## src/design/dap_defs.svh

```systemverilog
`ifndef DAP_DEFS_SVH
`define DAP_DEFS_SVH
// config space offsets
`define DAP_OFS_IRQ0_ROUTE 8'h60
`define DAP_OFS_IRQ1_ROUTE 8'h61
`define DAP_OFS_DMA_ROUTE 8'h62
// reset values: routes disabled
`define DAP_RST_IRQ_ROUTE 8'h00
`define DAP_RST_DMA_ROUTE 8'h00
// field positions
`define DAP_IRQ_LVL_LSB 0
`define DAP_IRQ_LVL_MSB 3
`define DAP_DMA0_CH_LSB 0
`define DAP_DMA0_CH_MSB 2
`define DAP_DMA0_EN_BIT 3
`define DAP_DMA1_CH_LSB 4
`define DAP_DMA1_CH_MSB 6
`define DAP_DMA1_EN_BIT 7
// channel that does not exist on the request pins
`define DAP_CASCADE_CH 3'h4
// legal board interrupt levels (bit n = level n allowed)
`define DAP_IRQ_LEGAL_MAP 16'hdef8
`endif

```

## src/design/dap_pkg.sv

```systemverilog
package dap_pkg;
  // all state of the pin mux, registered in one place
  typedef struct packed {
    logic [7:0] irq0_route;
    logic [7:0] irq1_route;
    logic [7:0] dma_route;
    logic [7:0] req_s1;
    logic [7:0] req_s2;
    logic [1:0] breq_s1;
    logic [1:0] breq_s2;
    logic [15:0] irq_s1;
    logic [15:0] irq_s2;
    logic [1:0] birq_s1;
    logic [1:0] birq_s2;
    logic kbd_s1;
    logic kbd_s2;
    logic [7:0] mask;
    logic [7:0] tc_flag;
    logic done_pulse;
    logic reload;
    logic svc_end;
    logic [2:0] ack_pins;
    logic [3:0] kb_pins;
    logic kb_data_oe;
    logic [1:0] bgrant_n;
    logic [7:0] dreq;
    logic [15:0] irq_out;
    logic [7:0] cfg_rdata;
  } dap_state_s;
  // grant from the dma core
  typedef struct packed {
    logic valid;
    logic [2:0] chan;
  } dap_grant_s;
  // keyboard controller side of the shared pins
  typedef struct packed {
    logic data_out;
    logic data_oe;
    logic clk_out;
    logic a20_out;
    logic rst_out;
  } dap_kbc_s;
endpackage

```

## src/design/dap_pin_mux.sv

```systemverilog
`timescale 1ns/1ps
`include "dap_defs.svh"
module dap_pin_mux (
  input wire logic clk,
  input wire logic nrst,
  input wire logic cfg_wr,
  input wire logic [7:0] cfg_addr,
  input wire logic [7:0] cfg_wdata,
  output logic [7:0] cfg_rdata,
  input wire logic kbc_enable,
  input wire dap_pkg::dap_kbc_s kbc,
  output logic kbc_data_in,
  input wire logic tc_event,
  input wire logic [2:0] active_chan,
  input wire logic [7:0] autoinit_en,
  input wire logic [7:0] mask_clr,
  input wire logic status_clr,
  output logic [7:0] chan_mask,
  output logic [7:0] count_exhausted_flag,
  output logic count_done_pulse,
  output logic reload_pulse,
  output logic service_end,
  input wire dap_pkg::dap_grant_s grant,
  input wire logic [7:0] channel_request_inputs,
  output logic [7:0] dma_req_to_core,
  input wire logic [1:0] board_dma_requests,
  output logic [1:0] board_dma_grants_n,
  output logic [2:0] encoded_grant_bits,
  input wire logic keyboard_data_line_in,
  output logic keyboard_data_line_out,
  output logic keyboard_data_line_oe,
  output logic keyboard_clock_line,
  output logic addr_bit20_gate_n,
  output logic keyboard_host_reset_n,
  input wire logic [15:0] legacy_irq_inputs,
  input wire logic [1:0] board_irq_inputs,
  output logic [15:0] irq_to_pic
);

  // ****************************************
  // decoding helpers
  // ****************************************
  // one-hot of a channel number, used for grants and routing
  function automatic logic [7:0] chan_hot(input logic [2:0] ch);
    chan_hot = 8'h01 << ch;
  endfunction

  // one-hot of a board interrupt level; illegal levels route nowhere
  function automatic logic [15:0] irq_hot(input logic [7:0] route);
    logic [3:0] lvl;
    lvl = route[`DAP_IRQ_LVL_MSB:`DAP_IRQ_LVL_LSB];
    irq_hot = (16'h0001 << lvl) & `DAP_IRQ_LEGAL_MAP;
  endfunction

  dap_pkg::dap_state_s st_reg;
  dap_pkg::dap_state_s st_next;
  logic [7:0] grant_hot;
  logic [7:0] tc_hot;
  logic [2:0] bch0;
  logic [2:0] bch1;
  logic [7:0] board_hot;

  assign grant_hot = grant.valid ? chan_hot(grant.chan) : 8'h00;
  assign tc_hot = tc_event ? chan_hot(active_chan) : 8'h00;
  assign bch0 = st_reg.dma_route[`DAP_DMA0_CH_MSB:`DAP_DMA0_CH_LSB];
  assign bch1 = st_reg.dma_route[`DAP_DMA1_CH_MSB:`DAP_DMA1_CH_LSB];
  // routed board requests as channel bits
  assign board_hot =
    ((st_reg.dma_route[`DAP_DMA0_EN_BIT] && st_reg.breq_s2[0]) ? chan_hot(bch0) : 8'h00) |
    ((st_reg.dma_route[`DAP_DMA1_EN_BIT] && st_reg.breq_s2[1]) ? chan_hot(bch1) : 8'h00);

  // ****************************************
  // next-state logic
  // ****************************************
  always_comb begin
    st_next = st_reg;
    // config writes; only the three route registers exist here
    if (cfg_wr) begin
      unique case (cfg_addr)
        `DAP_OFS_IRQ0_ROUTE: st_next.irq0_route = cfg_wdata;
        `DAP_OFS_IRQ1_ROUTE: st_next.irq1_route = cfg_wdata;
        `DAP_OFS_DMA_ROUTE: st_next.dma_route = cfg_wdata;
        default: ;
      endcase
    end
    unique case (cfg_addr)
      `DAP_OFS_IRQ0_ROUTE: st_next.cfg_rdata = st_reg.irq0_route;
      `DAP_OFS_IRQ1_ROUTE: st_next.cfg_rdata = st_reg.irq1_route;
      `DAP_OFS_DMA_ROUTE: st_next.cfg_rdata = st_reg.dma_route;
      default: st_next.cfg_rdata = 8'h00;
    endcase
    // pins are asynchronous: two flops before anything reads them
    st_next.req_s1 = channel_request_inputs;
    st_next.req_s2 = st_reg.req_s1;
    st_next.breq_s1 = board_dma_requests;
    st_next.breq_s2 = st_reg.breq_s1;
    st_next.irq_s1 = legacy_irq_inputs;
    st_next.irq_s2 = st_reg.irq_s1;
    st_next.birq_s1 = board_irq_inputs;
    st_next.birq_s2 = st_reg.birq_s1;
    st_next.kbd_s1 = keyboard_data_line_in;
    st_next.kbd_s2 = st_reg.kbd_s1;
    // request 4 is cascade and has no pin
    st_next.dreq = ((st_reg.req_s2 & ~chan_hot(`DAP_CASCADE_CH)) | board_hot);
    st_next.irq_out = st_reg.irq_s2
      | (st_reg.birq_s2[0] ? irq_hot(st_reg.irq0_route) : 16'h0000)
      | (st_reg.birq_s2[1] ? irq_hot(st_reg.irq1_route) : 16'h0000);
    // terminal count: pulse, end service, reload, flag updates
    st_next.done_pulse = tc_event;
    st_next.svc_end = tc_event;
    st_next.reload = tc_event && autoinit_en[active_chan];
    // a set in the same cycle as a clear wins
    st_next.tc_flag = (status_clr ? 8'h00 : st_reg.tc_flag) | tc_hot;
    st_next.mask = (st_reg.mask & ~mask_clr) | (tc_hot & ~autoinit_en);
    // shared grant pins follow the keyboard controller enable
    if (kbc_enable) begin
      st_next.ack_pins = grant.valid ? grant.chan : 3'h0;
      st_next.kb_pins = {~kbc.rst_out, ~kbc.a20_out, kbc.clk_out, kbc.data_out};
      st_next.kb_data_oe = kbc.data_oe;
    end else begin
      st_next.ack_pins = ~grant_hot[2:0];
      st_next.kb_pins = ~{grant_hot[7], grant_hot[6], grant_hot[5], grant_hot[3]};
      st_next.kb_data_oe = 1'b1;
    end
    st_next.bgrant_n = ~{grant.valid && st_reg.dma_route[`DAP_DMA1_EN_BIT] && grant.chan == bch1,
      grant.valid && st_reg.dma_route[`DAP_DMA0_EN_BIT] && grant.chan == bch0};
  end

  // ****************************************
  // state register
  // ****************************************
  always_ff @(posedge clk or negedge nrst) begin
    if (!nrst) begin
      st_reg <= '0;
      st_reg.irq0_route <= `DAP_RST_IRQ_ROUTE;
      st_reg.irq1_route <= `DAP_RST_IRQ_ROUTE;
      st_reg.dma_route <= `DAP_RST_DMA_ROUTE;
      // grant pins idle high; keyboard pins idle inactive
      st_reg.ack_pins <= 3'h7;
      st_reg.kb_pins <= 4'hf;
      st_reg.bgrant_n <= 2'h3;
    end else begin
      st_reg <= st_next;
    end
  end

  // ****************************************
  // outputs, all from flops
  // ****************************************
  assign cfg_rdata = st_reg.cfg_rdata;
  assign kbc_data_in = st_reg.kbd_s2;
  assign chan_mask = st_reg.mask;
  assign count_exhausted_flag = st_reg.tc_flag;
  assign count_done_pulse = st_reg.done_pulse;
  assign reload_pulse = st_reg.reload;
  assign service_end = st_reg.svc_end;
  assign dma_req_to_core = st_reg.dreq;
  assign board_dma_grants_n = st_reg.bgrant_n;
  assign encoded_grant_bits = st_reg.ack_pins;
  assign keyboard_data_line_out = st_reg.kb_pins[0];
  assign keyboard_data_line_oe = st_reg.kb_data_oe;
  assign keyboard_clock_line = st_reg.kb_pins[1];
  assign addr_bit20_gate_n = st_reg.kb_pins[2];
  assign keyboard_host_reset_n = st_reg.kb_pins[3];
  assign irq_to_pic = st_reg.irq_out;

  // ****************************************
  // assertions
  // ****************************************
  a_done_pulse_follows: assert property (@(posedge clk) disable iff (!nrst)
    tc_event |=> count_done_pulse) else $error("count done pulse missing after tc");
  a_reload_on_autoinit: assert property (@(posedge clk) disable iff (!nrst)
    (tc_event && autoinit_en[active_chan]) |=> (reload_pulse && service_end))
    else $error("reload or service end missing");
  a_tc_flag_set: assert property (@(posedge clk) disable iff (!nrst)
    tc_event |=> count_exhausted_flag[$past(active_chan)]) else $error("tc flag not set");
  a_mask_autoinit: assert property (@(posedge clk) disable iff (!nrst)
    (tc_event && !autoinit_en[active_chan] && !mask_clr[active_chan])
    |=> chan_mask[$past(active_chan)]) else $error("mask not set on terminal count");
  a_no_cascade_req: assert property (@(posedge clk) disable iff (!nrst)
    (!st_reg.dma_route[`DAP_DMA0_EN_BIT] && !st_reg.dma_route[`DAP_DMA1_EN_BIT])
    |=> !dma_req_to_core[4]) else $error("request on cascade channel");
  a_encoded_code: assert property (@(posedge clk) disable iff (!nrst)
    (kbc_enable && grant.valid) |=> encoded_grant_bits == $past(grant.chan))
    else $error("encoded grant code wrong");
  a_direct_grant2: assert property (@(posedge clk) disable iff (!nrst)
    (!kbc_enable && grant.valid && grant.chan == 3'h2) |=> !encoded_grant_bits[2])
    else $error("channel 2 grant not asserted");
  a_kb_grant7: assert property (@(posedge clk) disable iff (!nrst)
    (!kbc_enable && grant.valid && grant.chan == 3'h7) |=> !keyboard_host_reset_n)
    else $error("channel 7 grant missing on shared pin");
  a_legacy_irq_sync: assert property (@(posedge clk) disable iff (!nrst)
    legacy_irq_inputs[1] [*3] |=> irq_to_pic[1]) else $error("legacy irq not passed");
endmodule

```

## config.mk

```make
export PLATFORM = sky130hd
export DESIGN_NAME = dap_pin_mux
export DESIGN_NICKNAME = d
export VERILOG_FILES = /design/src/design/dap_pkg.sv /design/src/design/dap_pin_mux.sv
export VERILOG_INCLUDE_DIRS = /design/src /design/src/design
export SDC_FILE = /design/constraint.sdc
export NUM_CORES = 1
export LEC_CHECK = 0
export CORE_AREA = 3 3 114 116
export CTS_BUF_LIST = sky130_fd_sc_hd__clkbuf_8 sky130_fd_sc_hd__clkbuf_16
export CTS_CLUSTER_SIZE = 10
export DETAILED_ROUTE_END_ITERATION = 10
export DIE_AREA = 0 0 117 119
export DONT_BUFFER_PORTS = 1
export PLACE_DENSITY_LB_ADDON = 0.05
export SKIP_CTS_REPAIR_TIMING = 1
export SLEW_MARGIN = 20
export SYNTH_ARGS = -nofsm -noshare
export SYNTH_HDL_FRONTEND = slang
export SYNTH_SLANG_ARGS = --single-unit
```

## constraint.sdc

```tcl
create_clock -name clk -period 1.5 [get_ports clk]
set_clock_uncertainty 0.15 [all_clocks]
set_input_delay 0 -clock clk [delete_from_list [all_inputs] [get_ports clk]]
set_output_delay 0 -clock clk [all_outputs]
set_load 0.01 [all_outputs]
```

==> run metrics, run 1 <==
Clock Sinks 140; io pins 141; #FFs+latches synth 140; Clock Tree Buf Depth 2; Halt Stage global routing (5_1_grt); DPL Wire Length 6900 um; TritonCTS Buffers 17; Die W 117 um; pre-CTS WS -253 ps; syn_nets 494; Initial Utilization 45.2%; Cell Area, Synth 5430 sq um; Stop Error [ERROR RSZ-0060] Max buffer count reached.; post-synthesis sequential area ratio 64.7%; CTS H-Tree Depth 4; post-synth cell types 37; Die H 119 um; Final Wtd Congestion 0.749; Syn Area/Cell 13.1 sq um; pin count of the biggest net entering global routing 141; Mapped Cells 415; Synthesis Warnings 0; clock root cell clkbuf_16; quantity of I/O buffers inserted on ports 0; row count 40; run status aborted with a tool error
[synthesized netlist by cell type]
cell type | instances | area (sq um)
a21oi_1 | 4 | 20.0
a2bb2oi_1 | 8 | 70.1
buf_4 | 54 | 405
buf_6 | 1 | 11.3
clkbuf_1 | 16 | 60.1
dfrtp_1 | 131 | 3280
dfstp_2 | 9 | 236
inv_1 | 29 | 109
mux2_2 | 16 | 180
mux2_4 | 8 | 120
mux2i_1 | 9 | 90.1
mux4_2 | 2 | 45.0
nand2_1 | 13 | 48.8
nand2b_1 | 13 | 81.3
nand3_1 | 7 | 35.0
nand3b_1 | 5 | 37.5
nand4_1 | 3 | 18.8
nor2_1 | 14 | 52.6
nor2b_1 | 3 | 18.8
nor3_1 | 9 | 45.0
nor3_2 | 1 | 10.0
nor3b_1 | 2 | 15.0
nor4_1 | 2 | 12.5
nor4_4 | 1 | 21.3
nor4b_1 | 6 | 52.6
o21ai_0 | 9 | 45.0
o221ai_1 | 11 | 96.3
o22ai_1 | 7 | 43.8
o31ai_1 | 1 | 7.51
o32ai_1 | 2 | 17.5
o41ai_1 | 1 | 8.76
or2_2 | 1 | 6.26
or3_1 | 9 | 56.3
or4_4 | 1 | 11.3
or4b_4 | 1 | 13.8
xnor2_1 | 2 | 17.5
xor2_1 | 4 | 35.0
[stage by stage]
| step | setup TNS (ps) | std cells | util [%] | area [sq um] |
|---|---|---|---|---|
| 2_1_floorplan | -4960 | 415 | - | 5460 |
| 3_3_place_gp | -5080 | 502 | 43.8 | 5260 |
| 4_1_cts | 0 | 534 | 48.3 | 5800 |
| 3_5_place_dp | -5080 | 502 | 43.8 | 5260 |
[kinds of logic after synthesis]
logic type | share of synthesized area, %
buf+inv | 10.8
xor+xnor | 0.967
mux | 8.01
flops | 64.7
simple gates | 9.88
compound gates | 5.69
==> run 2: changes to the inputs <==
--- a/config.mk
+++ b/config.mk
@@ -6,13 +6,11 @@
 export SDC_FILE = /design/constraint.sdc
 export NUM_CORES = 1
 export LEC_CHECK = 0
-export CORE_AREA = 3 3 114 116
-export CTS_BUF_LIST = sky130_fd_sc_hd__clkbuf_8 sky130_fd_sc_hd__clkbuf_16
-export CTS_CLUSTER_SIZE = 10
+export CORE_AREA = 3 3 139 141
 export DETAILED_ROUTE_END_ITERATION = 10
-export DIE_AREA = 0 0 117 119
+export DIE_AREA = 0 0 142 144
 export DONT_BUFFER_PORTS = 1
-export PLACE_DENSITY_LB_ADDON = 0.05
+export PLACE_DENSITY_LB_ADDON = 0.15
 export SKIP_CTS_REPAIR_TIMING = 1
 export SLEW_MARGIN = 20
 export SYNTH_ARGS = -nofsm -noshare
==> run 2 against run 1 <==
  * The flow now finishes, with violations (negative hold slack)
  * Synthesized cell count unchanged
  * Synthesized area unchanged
==> run metrics, run 2 <==
Design Area, Final 6960 sq um; critical path type input port to register; crit path time final 1500 ps; Cell Area, Synth 5430 sq um (unchanged); clock group share of total power 47.5%; CTS H-Tree Depth 4 (unchanged); Mapped Cells 415 (unchanged); CP Capture Type register; Slew @ Worst Pin 513 ps; flop2flop setup slack 100 ps; failing checks negative hold slack; Final Wtd Congestion 0.744 (was 0.749); CP Data Arrival Time 1700 ps; Setup WS post-layout 4.38 ps; switching pwr 2.01 mW; post-synth cell types 37 (unchanged); reg2reg start count_exhausted_flag[2]; DRC 0; Placed Cells 585 (was 502); first-pass GRT wire length 17300 um; Final Cycle Share 99.7%; cell at the slowest stage of the critical path dlygate4sd3_1; Critical Path RT 1700 ps; Crit Path Max Fanout 6; fin nets 555; PwrDens 1260 nW/um^2; share of cells above drive strength 1 17.2%; Synthesis Warnings 0 (unchanged); area leader, netlist dfrtp_1 (unchanged); Post-synth EDFFs 0 (unchanged); Switching Fraction 23.0%; cell mode on critical path dlygate4sd3_1; WL/cell 16.6 um; R2R cell count 3; Slew headroom 65.7%; Detailed Routing Iterations Pass 1 4; worst hold margin -869 ps; most numerous cell in the Yosys netlist dfrtp_1 (unchanged); post-synthesis sequential area ratio 64.7% (unchanged); synth-to-layout area growth 28.0%; Placed Area 5360 sq um (was 5260 sq um); Initial Utilization 30.0% (was 45.2%); commonest non-fill, non-tap cell in the layout dfrtp_1; Clock Sinks 140 (unchanged); TritonCTS Buffers 17 (unchanged); io pins 141 (unchanged); Final Routed Wirelength 11900 um; reg2reg end count_exhausted_flag[2]; part of the power in registers 46.9%; CP Launch Type input port; Clock Tree Buf Depth 2 (unchanged); FFs w/ async S/R, synth 100% (unchanged); initial antenna violation count 0; top cell type's share of synthesized area 60.3% (unchanged); quantity of I/O buffers inserted on ports 0 (unchanged); die area 20400 sq um; Largest register FFs 45; Syn Area/Cell 13.1 sq um (unchanged); Die W 142 um (was 117 um); global route total overflow 0; DPL Wire Length 7640 um (was 6900 um); Die H 144 um (was 119 um); pin count of the biggest net entering global routing 141; crit-path cells dlygate4sd3_1 -> nand2_1 -> o32ai_1 -> dlygate4sd3_1; vias per cell 4.52; clock root cell clkbuf_16 (unchanged); Clock Latency Late Sink 410 ps; Non-Filler Instances 718; CTS tree yes; slowest stage delay, CP 700 ps; Worst Setup EP count_exhausted_flag[2]; #FFs+latches synth 140 (unchanged); Synth top cells by count dfrtp_1 (131), buf_4 (54), inv_1 (29), clkbuf_1 (16), mux2_2 (16) (unchanged); row count 49 (was 40); max-cap viol count 0; min-delay worst type input port to asynchronous set/reset pin; largest cells by area after synthesis dfrtp_1 (60%), buf_4 (7.5%), dfstp_2 (4.4%) (unchanged); Max VDD drop 0.704 mV; Fmax achieved 669 MHz; leakage power 3.03 nW; CP startpoint active_chan[1]; routed vias 3243; vias in the first global route 3125; syn_nets 494 (unchanged); part of the power in combinational logic 5.6%; Slew Viols, Final 0; run status complete, but fails checks (was aborted with a tool error); gr usage total 11.1%; Final Hold Vio Count 172; Pint 6.75 mW; final setup vio count 0; clk slew on worst S/H paths 60 ps; pre-CTS WS -262 ps (was -253 ps); Post-synth top flop dfrtp_1 (unchanged); Final TNS setup 0 ps; most frequent cells in the layout dfrtp_1 (131), dlygate4sd3_1 (101), inv_1 (29), clkbuf_16 (17); ANT nets after route 0; Diodes inserted 0; total core area 18100 sq um; drt initial violations 117
==> run 2: cell counts after synthesis <==
No cell type changed its count.
==> run 2: logic make-up after synthesis <==
logic type	share of synthesized area [%]
AO/OA/AOI/OAI	5.69
flip-flops	64.7
multiplexers	8.01
XOR/XNOR	0.967
buffers and inverters	10.8
AND/OR/NAND/NOR	9.88
==> run 2: cell type report <==
type / instances / area (sq um)
Clock buffer: 17 / 425
Timing Repair Buffer: 113 / 1100
Multi-Input combinational cell: 175 / 1360
Sequential cell: 140 / 3510
Inverter: 29 / 109
Clock inverter: 15 / 163
Fill cell: 1699 / 11100
Tap cell: 229 / 287
==> run 2: power groups by stage <==
stage	combinational [mW]	clock, mW	sequential, mW
global route	0.538	4.48	4.13
CTS	0.244	4.29	4.11
floorplan	0.342	0	4.09
global placement	0.240	0	4.18
finish	0.492	4.17	4.11
detailed placement	0.244	0	4.18
==> run 2: through the flow <==
stage	util (%)	total power [mW]	hold slack [ps]
after floorplan	-	4.43	-446
after global placement	29.6	4.42	-442
after detailed placement	29.6	4.42	-441
after CTS	32.9	8.65	-895
after global routing	38.5	9.15	-903
final	38.5	8.77	-869
==> run 2: how the worst min path moves through the flow <==
stage	from	to	slack, ps	depth (start not counted)
after floorplan	nrst	bch0[0]	-450	0
after global placement	nrst	st_next[80]	-440	0
after detailed placement	nrst	st_next[80]	-440	0
after CTS	nrst	service_end	-900	0
after global routing	nrst	irq_to_pic[1]	-900	0
final	nrst	st_next[80]	-870	0
==> run 2: per-layer routing <==
metal	vias to the layer above	routed length, um	global-route usage, %	part of all wire, %
met5	-	0	0	0
met1	1615	5060	14.1	43
met4	0	291	5.10	2.4
met2	127	5740	16.6	48
li1	1479	-	-	-
met3	22	795	4.70	6.7
==> run 2: critical path, delay by kind of cell <==
kind / cells / cell delay (ps)
buffers and inverters: 2 / 1280
AO/OA/AOI/OAI: 1 / 240
AND/OR/NAND/NOR: 1 / 180
No activity file was read; power rests on OpenSTA's default activity.
